--- src/cal_trig_pkg.sv ---
// Shared constants, types and register map of the calibration status block.
package cal_trig_pkg;

  ////////////////////////////////////////////////////////////////////////////
  // Bus geometry: each register takes one aligned 32-bit word.
  localparam int DATA_W = 32;
  localparam int ADDR_W = 10;
  localparam int IDX_W  = 8;

  // Register indices; the byte address is four times the index.
  localparam logic [IDX_W-1:0] IDX_CONTROL    = 8'h61;
  localparam logic [IDX_W-1:0] IDX_CONFIG     = 8'h62;
  localparam logic [IDX_W-1:0] IDX_STOP       = 8'h69;
  localparam logic [IDX_W-1:0] IDX_STATUS     = 8'h6a;
  localparam logic [IDX_W-1:0] IDX_PIN_CFG    = 8'h6b;
  localparam logic [IDX_W-1:0] IDX_SOFT_TRIG  = 8'h6c;
  localparam logic [IDX_W-1:0] IDX_LOW_POWER  = 8'h6e;
  localparam logic [IDX_W-1:0] IDX_IRQ_STATUS = 8'h74;
  localparam logic [IDX_W-1:0] IDX_IRQ_CLEAR  = 8'h75;
  localparam logic [IDX_W-1:0] IDX_IRQ_ENABLE = 8'h76;

  ////////////////////////////////////////////////////////////////////////////
  // Field positions.
  localparam int POS_CAL_EN    = 0;
  localparam int POS_FG_RUN    = 0;
  localparam int POS_BG_EN     = 1;
  localparam int POS_STOP_REQ  = 0;
  localparam int POS_TRIG_SEL  = 0;
  localparam int POS_PIN_SEL   = 1;
  localparam int POS_SOFT_TRIG = 0;
  localparam int POS_LP_EN     = 0;
  localparam int POS_SLEEP_UNTIL_TRIGGER_MODE   = 1;

  // Reset values.
  localparam logic [7:0] RST_CONTROL   = 8'h01;
  localparam logic [7:0] RST_CONFIG    = 8'h01;
  localparam logic [7:0] RST_STOP      = 8'h00;
  localparam logic [7:0] RST_PIN_CFG   = 8'h00;
  localparam logic [7:0] RST_SOFT_TRIG = 8'h01;
  localparam logic [7:0] RST_LOW_POWER = 8'h88;

  // Interrupt bits.
  localparam int IRQ_W       = 3;
  localparam int IRQ_FG      = 0;
  localparam int IRQ_STOPPED = 1;
  localparam int IRQ_ALARM   = 2;

  // Sequencer timing counts in clock cycles.
  localparam int RESET_CYCLES = 4;
  localparam int FG_CYCLES    = 64;
  localparam int PHASE_CYCLES = 16;

  ////////////////////////////////////////////////////////////////////////////
  // Status pin routing choices.
  typedef enum logic [1:0] {
    PIN_FG      = 2'h0,
    PIN_STOPPED = 2'h1,
    PIN_ALARM   = 2'h2,
    PIN_LOW     = 2'h3
  } pin_sel_t;

  // Status codes reported to software.
  typedef enum logic [2:0] {
    CODE_HOLD    = 3'h0,
    CODE_RESET   = 3'h1,
    CODE_FG      = 3'h2,
    CODE_BG      = 3'h3,
    CODE_STOPPED = 3'h4
  } status_code_t;

  // Sequencer states, one-hot.
  typedef enum logic [4:0] {
    ST_HOLD    = 5'h01,
    ST_RESETV  = 5'h02,
    ST_FG      = 5'h04,
    ST_BG      = 5'h08,
    ST_STOPPED = 5'h10
  } seq_state_t;

  typedef struct packed {
    logic cal_en;
    logic fg_run;
    logic bg_en;
    logic stop_req;
  } cal_cfg_t;

  typedef struct packed {
    status_code_t code;
    logic         stopped;
    logic         foreground_complete_flag;
  } cal_stat_t;

endpackage

--- src/cal_sequencer.sv ---
// Calibration phase sequencer producing the done and stopped flags.
`timescale 1ns/10ps
module cal_sequencer
  import cal_trig_pkg::*;
#(
  parameter int RESET_LEN = RESET_CYCLES,
  parameter int FG_LEN    = FG_CYCLES,
  parameter int PHASE_LEN = PHASE_CYCLES,
  parameter int CNT_W     = 8
) (
  // Clock and reset.
  input  wire logic      clk_in,
  input  wire logic      reset_in,
  // Configuration and status.
  input  wire cal_cfg_t  cfg_in,
  output cal_stat_t      stat_out
);

  seq_state_t       state_q;
  seq_state_t       state_d;
  logic [CNT_W-1:0] cnt_q;
  logic             foreground_complete_flag_q;
  logic             phase_end;
  logic             cnt_end;

  ////////////////////////////////////////////////////////////////////////////
  // Phase end compare for the current state.
  always_comb begin
    cnt_end   = 1'b0;
    phase_end = (cnt_q == CNT_W'(PHASE_LEN - 1));
    case (state_q)
      ST_RESETV: cnt_end = (cnt_q == CNT_W'(RESET_LEN - 1));
      ST_FG:     cnt_end = (cnt_q == CNT_W'(FG_LEN - 1));
      default:   cnt_end = 1'b0;
    endcase
  end

  // Next state; a low enable overrides everything and holds the engine.
  always_comb begin
    state_d = state_q;
    case (state_q)
      ST_HOLD: begin
        if (cfg_in.cal_en) state_d = ST_RESETV;
      end
      ST_RESETV: begin
        if (cnt_end) begin
          if (cfg_in.fg_run) state_d = ST_FG;
          else if (cfg_in.bg_en) state_d = ST_BG;
          else state_d = ST_STOPPED;
        end
      end
      ST_FG: begin
        if (cnt_end) state_d = cfg_in.bg_en ? ST_BG : ST_STOPPED;
      end
      ST_BG: begin
        if (!cfg_in.bg_en || (cfg_in.stop_req && phase_end)) begin
          state_d = ST_STOPPED;
        end
      end
      ST_STOPPED: begin
        if (cfg_in.bg_en && !cfg_in.stop_req) state_d = ST_BG;
      end
      default: state_d = ST_HOLD;
    endcase
    if (!cfg_in.cal_en) state_d = ST_HOLD;
  end

  // State and phase counter; the counter wraps to mark background phases.
  always_ff @(posedge clk_in) begin
    if (reset_in) begin
      state_q <= ST_HOLD;
      cnt_q   <= '0;
    end else begin
      state_q <= state_d;
      if (state_d != state_q) cnt_q <= '0;
      else if (state_q == ST_BG && phase_end) cnt_q <= '0;
      else cnt_q <= cnt_q + CNT_W'(1);
    end
  end

  always_ff @(posedge clk_in) begin
    if (reset_in || state_d == ST_HOLD) foreground_complete_flag_q <= 1'b0;
    else if ((state_q == ST_RESETV || state_q == ST_FG) && cnt_end &&
             (state_d != ST_FG)) foreground_complete_flag_q <= 1'b1;
  end

  ////////////////////////////////////////////////////////////////////////////
  // status code
  always_comb begin
    case (state_q)
      ST_RESETV:  stat_out.code = CODE_RESET;
      ST_FG:      stat_out.code = CODE_FG;
      ST_BG:      stat_out.code = CODE_BG;
      ST_STOPPED: stat_out.code = CODE_STOPPED;
      default:    stat_out.code = CODE_HOLD;
    endcase
    stat_out.stopped = (state_q == ST_STOPPED);
    stat_out.foreground_complete_flag = foreground_complete_flag_q;
  end

endmodule

--- src/cal_status_trigger.sv ---
// Calibration status, status pin routing and trigger source selection.
`timescale 1ns/10ps
module cal_status_trigger
  import cal_trig_pkg::*;
#(
  parameter int RESET_LEN = RESET_CYCLES,
  parameter int FG_LEN    = FG_CYCLES,
  parameter int PHASE_LEN = PHASE_CYCLES
) (
  // Clock and reset.
  input  wire logic              clk_in,
  input  wire logic              reset_in,
  // Avalon-MM slave.
  input  wire logic [ADDR_W-1:0] address_in,
  input  wire logic              read_in,
  input  wire logic              write_in,
  input  wire logic [DATA_W-1:0] writedata_in,
  input  wire logic [3:0]        byteenable_in,
  output logic [DATA_W-1:0]      readdata_out,
  output logic                   waitrequest_out,
  // Board pins.
  input  wire logic              calibration_trigger_input_pin_in,
  input  wire logic              alarm_in,
  output logic                   calibration_status_output_pin_out,
  output logic                   calibration_trigger_out,
  output logic                   core_wake_out,
  // Interrupt.
  output logic                   irq_out
);

  logic [7:0]        control_q;
  logic [7:0]        config_q;
  logic [7:0]        stop_q;
  logic [7:0]        pin_cfg_q;
  logic [7:0]        soft_trig_q;
  logic [7:0]        low_power_q;
  logic [IRQ_W-1:0]  irq_status_q;
  logic [IRQ_W-1:0]  irq_status_d;
  logic [IRQ_W-1:0]  irq_enable_q;
  logic [IRQ_W-1:0]  irq_clear;
  logic [IRQ_W-1:0]  irq_event;
  logic              fg_prev_q;
  logic              stopped_prev_q;
  logic              alarm_prev_q;
  logic              waitrequest_q;
  logic [DATA_W-1:0] readdata_q;
  logic              status_pin_q;
  logic              trigger_q;
  logic              wake_q;
  logic              irq_q;
  logic [IDX_W-1:0]  word_idx;
  logic              wr_en;
  logic [7:0]        wr_byte;
  logic [7:0]        rd_byte;
  logic              sel_trigger;
  pin_sel_t          pin_sel;
  cal_cfg_t          cfg;
  cal_stat_t         stat;

  assign word_idx = address_in[ADDR_W-1:2];
  assign wr_byte  = writedata_in[7:0];
  assign wr_en    = write_in && !waitrequest_q && byteenable_in[0];
  assign pin_sel  = pin_sel_t'(pin_cfg_q[POS_PIN_SEL +: 2]);

  ////////////////////////////////////////////////////////////////////////////
  // One wait cycle per access: the first cycle of a request raises the data,
  // the second drops waitrequest. It costs a cycle but keeps readdata a flop.
  always_ff @(posedge clk_in) begin
    if (reset_in) waitrequest_q <= 1'b1;
    else if ((read_in || write_in) && waitrequest_q) waitrequest_q <= 1'b0;
    else waitrequest_q <= 1'b1;
  end

  // Read decode; unmapped and write-only words read as zero.
  always_comb begin
    rd_byte = 8'h00;
    if (word_idx == IDX_CONTROL) rd_byte = control_q;
    else if (word_idx == IDX_CONFIG) rd_byte = config_q;
    else if (word_idx == IDX_STOP) rd_byte = stop_q;
    else if (word_idx == IDX_STATUS) rd_byte = {3'h0, stat};
    else if (word_idx == IDX_PIN_CFG) rd_byte = pin_cfg_q;
    else if (word_idx == IDX_SOFT_TRIG) rd_byte = soft_trig_q;
    else if (word_idx == IDX_LOW_POWER) rd_byte = low_power_q;
    else if (word_idx == IDX_IRQ_STATUS) rd_byte = {5'h00, irq_status_q};
    else if (word_idx == IDX_IRQ_ENABLE) rd_byte = {5'h00, irq_enable_q};
  end

  // Read data captured while waitrequest is still high.
  always_ff @(posedge clk_in) begin
    if (reset_in) readdata_q <= '0;
    else if (read_in && waitrequest_q) readdata_q <= {24'h000000, rd_byte};
  end

  ////////////////////////////////////////////////////////////////////////////
  // Writable registers.
  always_ff @(posedge clk_in) begin
    if (reset_in) begin
      control_q    <= RST_CONTROL;
      config_q     <= RST_CONFIG;
      stop_q       <= RST_STOP;
      pin_cfg_q    <= RST_PIN_CFG;
      soft_trig_q  <= RST_SOFT_TRIG;
      low_power_q  <= RST_LOW_POWER;
      irq_enable_q <= '0;
    end else if (wr_en) begin
      if (word_idx == IDX_CONTROL) control_q <= wr_byte;
      else if (word_idx == IDX_CONFIG) config_q <= wr_byte;
      else if (word_idx == IDX_STOP) stop_q <= wr_byte;
      else if (word_idx == IDX_PIN_CFG) pin_cfg_q <= wr_byte;
      else if (word_idx == IDX_SOFT_TRIG) soft_trig_q <= wr_byte;
      else if (word_idx == IDX_LOW_POWER) low_power_q <= wr_byte;
      else if (word_idx == IDX_IRQ_ENABLE) begin
        irq_enable_q <= wr_byte[IRQ_W-1:0];
      end
    end
  end

  ////////////////////////////////////////////////////////////////////////////
  // Configuration handed to the sequencer.
  assign cfg.cal_en   = control_q[POS_CAL_EN];
  assign cfg.fg_run   = config_q[POS_FG_RUN];
  assign cfg.bg_en    = config_q[POS_BG_EN];
  assign cfg.stop_req = stop_q[POS_STOP_REQ];

  cal_sequencer #(
    .RESET_LEN (RESET_LEN),
    .FG_LEN    (FG_LEN),
    .PHASE_LEN (PHASE_LEN),
    .CNT_W     (8)
  ) u_seq (
    .clk_in   (clk_in),
    .reset_in (reset_in),
    .cfg_in   (cfg),
    .stat_out (stat)
  );

  ////////////////////////////////////////////////////////////////////////////
  // Trigger source; the unused source is not looked at at all.
  always_comb begin
    sel_trigger = soft_trig_q[POS_SOFT_TRIG];
    if (pin_cfg_q[POS_TRIG_SEL]) sel_trigger = calibration_trigger_input_pin_in;
  end

  // Registered trigger and wake request.
  always_ff @(posedge clk_in) begin
    if (reset_in) begin
      trigger_q <= 1'b1;
      wake_q    <= 1'b0;
    end else begin
      trigger_q <= sel_trigger;
      wake_q    <= low_power_q[POS_LP_EN] && low_power_q[POS_SLEEP_UNTIL_TRIGGER_MODE] &&
                   cfg.cal_en && cfg.bg_en && !sel_trigger;
    end
  end

  always_ff @(posedge clk_in) begin
    if (reset_in) status_pin_q <= 1'b0;
    else begin
      case (pin_sel)
        PIN_FG:      status_pin_q <= stat.foreground_complete_flag;
        PIN_STOPPED: status_pin_q <= stat.stopped;
        PIN_ALARM:   status_pin_q <= alarm_in;
        default:     status_pin_q <= 1'b0;
      endcase
    end
  end

  ////////////////////////////////////////////////////////////////////////////
  // Rising edges of done, stopped and alarm are interrupt events.
  assign irq_event[IRQ_FG]      = stat.foreground_complete_flag && !fg_prev_q;
  assign irq_event[IRQ_STOPPED] = stat.stopped && !stopped_prev_q;
  assign irq_event[IRQ_ALARM]   = alarm_in && !alarm_prev_q;
  assign irq_clear = (wr_en && word_idx == IDX_IRQ_CLEAR) ?
                     wr_byte[IRQ_W-1:0] : '0;
  // An event in the cycle of its clear survives: set wins.
  assign irq_status_d = (irq_status_q & ~irq_clear) | irq_event;

  always_ff @(posedge clk_in) begin
    if (reset_in) begin
      fg_prev_q      <= 1'b0;
      stopped_prev_q <= 1'b0;
      alarm_prev_q   <= 1'b0;
      irq_status_q   <= '0;
      irq_q          <= 1'b0;
    end else begin
      fg_prev_q      <= stat.foreground_complete_flag;
      stopped_prev_q <= stat.stopped;
      alarm_prev_q   <= alarm_in;
      irq_status_q   <= irq_status_d;
      irq_q          <= |(irq_status_q & irq_enable_q);
    end
  end

  assign readdata_out                      = readdata_q;
  assign waitrequest_out                   = waitrequest_q;
  assign calibration_status_output_pin_out = status_pin_q;
  assign calibration_trigger_out           = trigger_q;
  assign core_wake_out                     = wake_q;
  assign irq_out                           = irq_q;
endmodule

--- config.mk ---
export PLATFORM = sky130hd
export DESIGN_NAME = cal_status_trigger
export DESIGN_NICKNAME = d
export VERILOG_FILES = /design/src/cal_trig_pkg.sv /design/src/cal_sequencer.sv /design/src/cal_status_trigger.sv
export SDC_FILE = /design/constraint.sdc
export NUM_CORES = 1
export LEC_CHECK = 0
export ABC_CLOCK_PERIOD_IN_PS = 2100
export BUFFER_PORTS_ARGS = -buffer_cell sky130_fd_sc_hd__buf_2
export CORE_ASPECT_RATIO = 1.25
export CORE_MARGIN = 8
export CORE_UTILIZATION = 45
export CTS_CLUSTER_DIAMETER = 120
export CTS_CLUSTER_SIZE = 16
export DETAILED_ROUTE_END_ITERATION = 10
export PLACE_DENSITY_LB_ADDON = 0.3
export SYNTH_ARGS = -nofsm -noshare
export SYNTH_HDL_FRONTEND = slang
export SYNTH_SLANG_ARGS = --single-unit
--- constraint.sdc ---
create_clock -name clk_in -period 2.1 [get_ports clk_in]
set_clock_uncertainty 0.05 [all_clocks]
set_input_delay 0.21 -clock clk_in [delete_from_list [all_inputs] [get_ports clk_in]]
set_output_delay 0.21 -clock clk_in [all_outputs]
set_load 0.005 [all_outputs]
==> impl_metrics.toml, run 1 <==
[status]
outcome = "finished, violations left"
failing_checks = "negative setup slack"

[placed_design]
dp_hpwl_mm = 8.75
gp_congestion = 0.880
placed_cell_count = 693
place.port_buffers = 35
placedInstanceArea_um2 = 4850

[power_and_ir_drop]
combinationalPowerShare_pct = 12.6
power.ir.vdd_worst_mv = 0.410
cell_internal_pwr_mw = 2.93
power_frac_seq_pct = 42.7
leakage_nw = 2.15
power.density_nw_per_um2 = 720
power.net_switching_mw = 0.950
clockPowerShare_pct = 44.7
switching_share_pct = 24.5

[clock_tree]
cts_buffer_depth = 2
worst_skew_pair.late_latency_ns = 0.35
clock-root-buffer = "clkbuf_16"
ctsHoldBuffers = 0
clock_tree_from_tritoncts = "built"
cts_buffers = 9
cts_sinks = 84
clkSlewWorstSetupHoldPaths_ns = 0.06
htreeDepth = 3

[timing]
final-max-slew-violation-count = 0
maxSlewHeadroom_pct = 66.4
unrepaired_setup_endpoints_after_global_routing = "yes"
post-route-period-util_pct = 105
layout_setup_ws_ns = -0.104
achievable-frequency_mhz = 454
shortest_period_the_worst_path_allows_ns = 2.20
hold_viol = 0
report.final.setup_viol = 8
tightestPinTransition_ns = 0.504

[routing]
vias = 3976
ant_nets = 0
drc_errors = 0
drt_first_iter_violations = 210
firstDrtPassIters = 5
post_drt_via_cell_ratio = 5.58
routed_wire_length_per_instance_um = 17.1
routed_wirelength_mm = 12.2

[global_routing]
grt_antenna_before_repair = 0
maximum_number_of_pins_on_one_net_before_global_route_repair = 36
via_count_of_the_first_global_routing_pass = 4008
grt_remaining_overflow = 0
grt_first_pass_wirelength_mm = 19.2
gr-usage-all-layers_pct = 19.1

[yosys]
synth.avg_cell_area_um2 = 8.43
synth_sequential_area_ratio_pct = 39.4
number_of_enable_type_register_cells_in_the_synthesized_netlist = 0
ys.flop_type = "dfxtp_1"
yosys_register_bits = 84
synth.cell_area_um2 = 4270
synth.lib_cells_used.distinct = 62
postSynthCellCount = 507
synthesis.yosys.warnings = 0
postSynth.asyncResetShare_pct = 0

[worst_setup_path]
timing.critical_path.slowest_cell_delay_ns = 0.49
path_depth = 7
crit_path_top_delay_cell = "or4_4"
cp_top_family = "simple AND/OR/NAND/NOR gates"
crit_arrival_ns = 2.42
cp-end-kind = "flop"
cp.required_ns = 2.31
crit_chain = "or2_1, or4_4, o22a_1, a31oi_1, o32ai_2, buf_6, nor4_2"
worstSetupStartpointType = "flop"
worst-path-max-fanout = 8
worstSetupPathType = "reg -> reg"
regToRegSetupSlack_ns = -0.10
cp.buffers_inverters = 1
depth_of_the_worst_register_to_register_path = 7

[finish]
final_layout_size_suffix_gt1_share_pct = 26.5
postLayoutCellArea_um2 = 5380
layout.cells.most_common_list = "dfxtp_1 (78), nor2_1 (72), buf_4 (61), mux2i_1 (48), nand2_1 (47)"
design.final.nets = 638
fillCellCount = 847
insertedDiodeCount = 0
layout.cells.most_common = "dfxtp_1"
flow.area_growth_from_synthesis_pct = 26.0
stdcell_count = 712

[die]
fp-row-count = 39
die-area_um2 = 12900
design.portCount = 89
core_um2 = 9170
die_height_um = 125
effective_utilization_at_floorplan_pct = 46.6
chipWidth_um = 103

[worst_hold_path]
count_of_cells_along_the_worst_hold_path = 2
hold_class = "in -> reg"

[run]
max-cap-violations = 0
[state kept, by name, summed over array words and instances, names as in the netlist, 3 cells and up]
register       count
pin_cfg_q          8
config_q           8
readdata_out       8
irq_status_q       3
irq_enable_q       3
soft_trig_q        8
stop_q             8
low_power_q        8
u_seq.state_q      5
u_seq.cnt_q        8
control_q          8
[layout make-up]
class,instances,area [um^2],area share [%]
clock buffers,11,253,4.69
clock inverters,4,72.6,1.35
well taps,123,154,2.86
multi-input cells,385,2520,46.7
inverters,5,18.8,0.349
flip-flops and latches,84,1690,31.4
repair buffers,100,678,12.6
[power by group through the flow]
stage | clock, mW | combinational (mW) | sequential [mW]
final | 1.73 | 0.488 | 1.65
after global routing | 1.83 | 0.532 | 1.66
after CTS | 1.76 | 0.455 | 1.65
after detailed placement | 0 | 0.439 | 1.68
after global placement | 0 | 0.428 | 1.68
after floorplan | 0 | 0.280 | 1.68
[final timing paths]
path	start	endpoint
min	read_in	waitrequest_out
min reg2reg	control_q[2]	control_q[2]
max	u_seq.state_q[1]	u_seq.cnt_q[7]
max reg2reg	u_seq.state_q[1]	u_seq.cnt_q[7]
[logic make-up after synthesis]
family,Yosys count,share of synthesized area [%]
and+or+nand+nor,203,23.5
AOI/OAI and AO/OA,96,14.7
DFF,84,39.4
buffers and inverters,61,7.94
muxes,52,12.3
xor gates and xnor gates,9,1.84
adders and majority gates,1,0.293
other,1,0.0878
[cell usage after synthesis (6+ instances only)]
cell type	number	area share (%)
nand2b_1	6	0.88
mux2i_1	48	11
buf_2	7	0.82
nor3_1	6	0.70
nand3_1	22	2.6
nor4_1	13	1.9
a22oi_1	6	1.1
clkbuf_1	22	1.9
o21ai_0	19	2.2
a31oi_1	7	1.0
nor2b_1	7	1.0
buf_4	25	4.4
nor2_1	73	6.4
nand2_1	47	4.1
dfxtp_1	84	39
a21oi_1	27	3.2
a211oi_1	7	1.2
xor2_1	6	1.2
[what timing repair did]
| action | 4_1_cts | 5_1_grt |
|---|---|---|
| gates resized for setup | 20 | 16 |
| pin swaps | 2 | 4 |
| setup buffers | 1 | 4 |
| setup endpoints to repair | 8 | 8 |
[through the flow]
stage          hold slack [ns]  utilization [%]  total power [mW]  TNS, ns  setup WS, ns
2_1_floorplan            0.276                -              1.96        0        0.0365
3_3_place_gp             0.372             52.8              2.11   -0.489       -0.0631
3_5_place_dp             0.387             52.8              2.12   -0.879        -0.144
4_1_cts                 0.0214             57.4              3.87   -0.613       -0.0891
5_1_grt                 0.0225             58.7              4.02    -1.57        -0.215
6_report                0.0240             58.7              3.88   -0.766        -0.104
[routing by layer]
metal | track usage [%] | vias to the layer above | wire length (um)
met5 | 0 | - | 0
met2 | 33.8 | 124 | 6490
li1 | - | 1910 | -
met3 | 3.83 | 34 | 676
met1 | 19.6 | 1908 | 4510
met4 | 12.7 | 0 | 478
[worst register-to-register path: stages, from the launching register on]
cell and delay [ns]:
dfxtp_4 0.37, or2_1 0.22, or4_4 0.49, o22a_1 0.26
a31oi_1 0.21, o32ai_2 0.10, buf_6 0.16, nor4_2 0.26
(Power assumes the default switching activity.)
==> run 2, diff against run 1 <==
--- a/config.mk
+++ b/config.mk
@@ -5,7 +5,7 @@
 export SDC_FILE = /design/constraint.sdc
 export NUM_CORES = 1
 export LEC_CHECK = 0
-export ABC_CLOCK_PERIOD_IN_PS = 2100
+export ABC_CLOCK_PERIOD_IN_PS = 2400
 export BUFFER_PORTS_ARGS = -buffer_cell sky130_fd_sc_hd__buf_2
 export CORE_ASPECT_RATIO = 1.25
 export CORE_MARGIN = 8
==> constraint.sdc (replaced) <==
create_clock -name clk_in -period 2.4 [get_ports clk_in]
set_clock_uncertainty 0.05 [all_clocks]
set_input_delay 0.24 -clock clk_in [delete_from_list [all_inputs] [get_ports clk_in]]
set_output_delay 0.24 -clock clk_in [all_outputs]
set_load 0.005 [all_outputs]
==> impl_metrics.toml, run 2 (same netlist as run 1, synthesis figures left out) <==
[status]
outcome = "finished clean"

[timing]
report.final.setup_viol = 0
tightestPinTransition_ns = 0.743
post-route-period-util_pct = 95.3
achievable-frequency_mhz = 437
hold_slack_ns = 0.0698
final-max-slew-violation-count = 0
maxSlewHeadroom_pct = 50.3
setup_tns_ns = 0
shortest_period_the_worst_path_allows_ns = 2.29
hold_viol = 0
layout_setup_ws_ns = 0.112

[worst_setup_path]
timing.critical_path.slowest_cell_delay_ns = 0.44
worstSetupStartpointType = "flop"
worstSetupPathType = "reg -> reg"
regToRegSetupSlack_ns = 0.11
cp-end-kind = "flop"
crit_path_top_delay_cell = "or3b_1"
cp_top_family = "simple AND/OR/NAND/NOR gates"
crit_chain = "buf_4, nor4b_1, a211oi_1, or3b_1, a2111oi_4, o32ai_4, nor4_1"
cp.buffers_inverters = 1
crit_arrival_ns = 2.48
worst-path-max-fanout = 8
cp.required_ns = 2.59

[global_routing]
grt_first_pass_wirelength_mm = 18.7
gr-usage-all-layers_pct = 18.4
grt_remaining_overflow = 0
maximum_number_of_pins_on_one_net_before_global_route_repair = 54
via_count_of_the_first_global_routing_pass = 3786
grt_antenna_before_repair = 0

[finish]
flow.area_growth_from_synthesis_pct = 17.7
final_core_utilization_pct = 54.8
insertedDiodeCount = 0
stdcell_count = 681
design.final.nets = 607
layout.cells.most_common = "dfxtp_1"
final_layout_size_suffix_gt1_share_pct = 19.0
fillCellCount = 868
layout.cells.most_common_list = "dfxtp_1 (81), nor2_1 (73), mux2i_1 (48), nand2_1 (47), buf_2 (35)"
postLayoutCellArea_um2 = 5030

[placed_design]
pre_cts_ws_ns = -0.123
placedInstanceArea_um2 = 4630
gp_congestion = 0.892
placed_cell_count = 665
dp_hpwl_mm = 8.31
place.port_buffers = 35

[clock_tree]
clkSlewWorstSetupHoldPaths_ns = 0.06
clock_tree_from_tritoncts = "built"
cts_sinks = 84
clock-root-buffer = "clkbuf_16"
worst_skew_pair.late_latency_ns = 0.34
cts_buffers = 9
cts_buffer_depth = 2
htreeDepth = 3

[power_and_ir_drop]
clockPowerShare_pct = 44.5
power.density_nw_per_um2 = 646
power.net_switching_mw = 0.789
switching_share_pct = 24.3
leakage_nw = 1.97
cell_internal_pwr_mw = 2.46
power_frac_seq_pct = 44.6
power.ir.vdd_worst_mv = 0.326
fin_total_pwr_mw = 3.25
combinationalPowerShare_pct = 10.9

[routing]
routed_wirelength_mm = 11.5
firstDrtPassIters = 6
drc_errors = 0
routed_wire_length_per_instance_um = 17.0
drt_first_iter_violations = 309
vias = 3833
ant_nets = 0
post_drt_via_cell_ratio = 5.63

[run]
max-cap-violations = 0

[die]
die_height_um = 125
core_um2 = 9170
die-area_um2 = 12900
chipWidth_um = 103
design.portCount = 89
fp-row-count = 39
effective_utilization_at_floorplan_pct = 46.6

[worst_hold_path]
hold_class = "in -> reg"
run 2: changes by cell type in the layout (fill, tap and decap cells not counted), moves of 3 or more:
cell / before / now
buf_6: 4 / 0
buf_4: 61 / 33
dfxtp_1: 78 / 81
nor4_2: 7 / 3
nor4_1: 4 / 10
run 2: final cells by class:
class	count	area (um^2)	area share (%)
clock inverters	5	77.6	1.54
clock buffers	10	229	4.55
repair buffers	69	443	8.80
inverters	5	18.8	0.373
well taps	123	154	3.06
multi-input cells	385	2420	48.2
flip-flops and latches	84	1690	33.5
run 2: layer usage:
metal / share of wire [%] / GRT usage (%) / wire length, um / vias up
li1: - / - / - / 1836
met1: 41 / 20.6 / 4730 / 1816
met2: 50 / 30.6 / 5750 / 144
met3: 4.9 / 4.33 / 567 / 37
met4: 4.4 / 11.1 / 507 / 0
met5: 0 / 0 / 0 / -
run 2: worst paths after layout:
kind                    start              end  cells after the start
max          u_seq.state_q[1]   u_seq.cnt_q[3]                      7
min                   read_in  waitrequest_out                      2
min reg2reg      control_q[5]     control_q[5]                      2
max reg2reg  u_seq.state_q[1]   u_seq.cnt_q[3]                      7
run 2: power by group through the flow:
stage / logic (mW) / registers [mW] / clock network, mW
floorplan: 0.244 / 1.47 / 0
CTS: 0.341 / 1.45 / 1.47
global placement: 0.317 / 1.48 / 0
finish: 0.355 / 1.45 / 1.44
detailed placement: 0.324 / 1.48 / 0
global route: 0.389 / 1.45 / 1.53
run 2: timing repair:
item                                    CTS  global route
gates resized for setup                   4            10
pin swaps                                 0             3
hold buffers                              0             0
gates cloned                              0             0
endpoints found under the setup margin    8             8
buffers inserted                          1             0
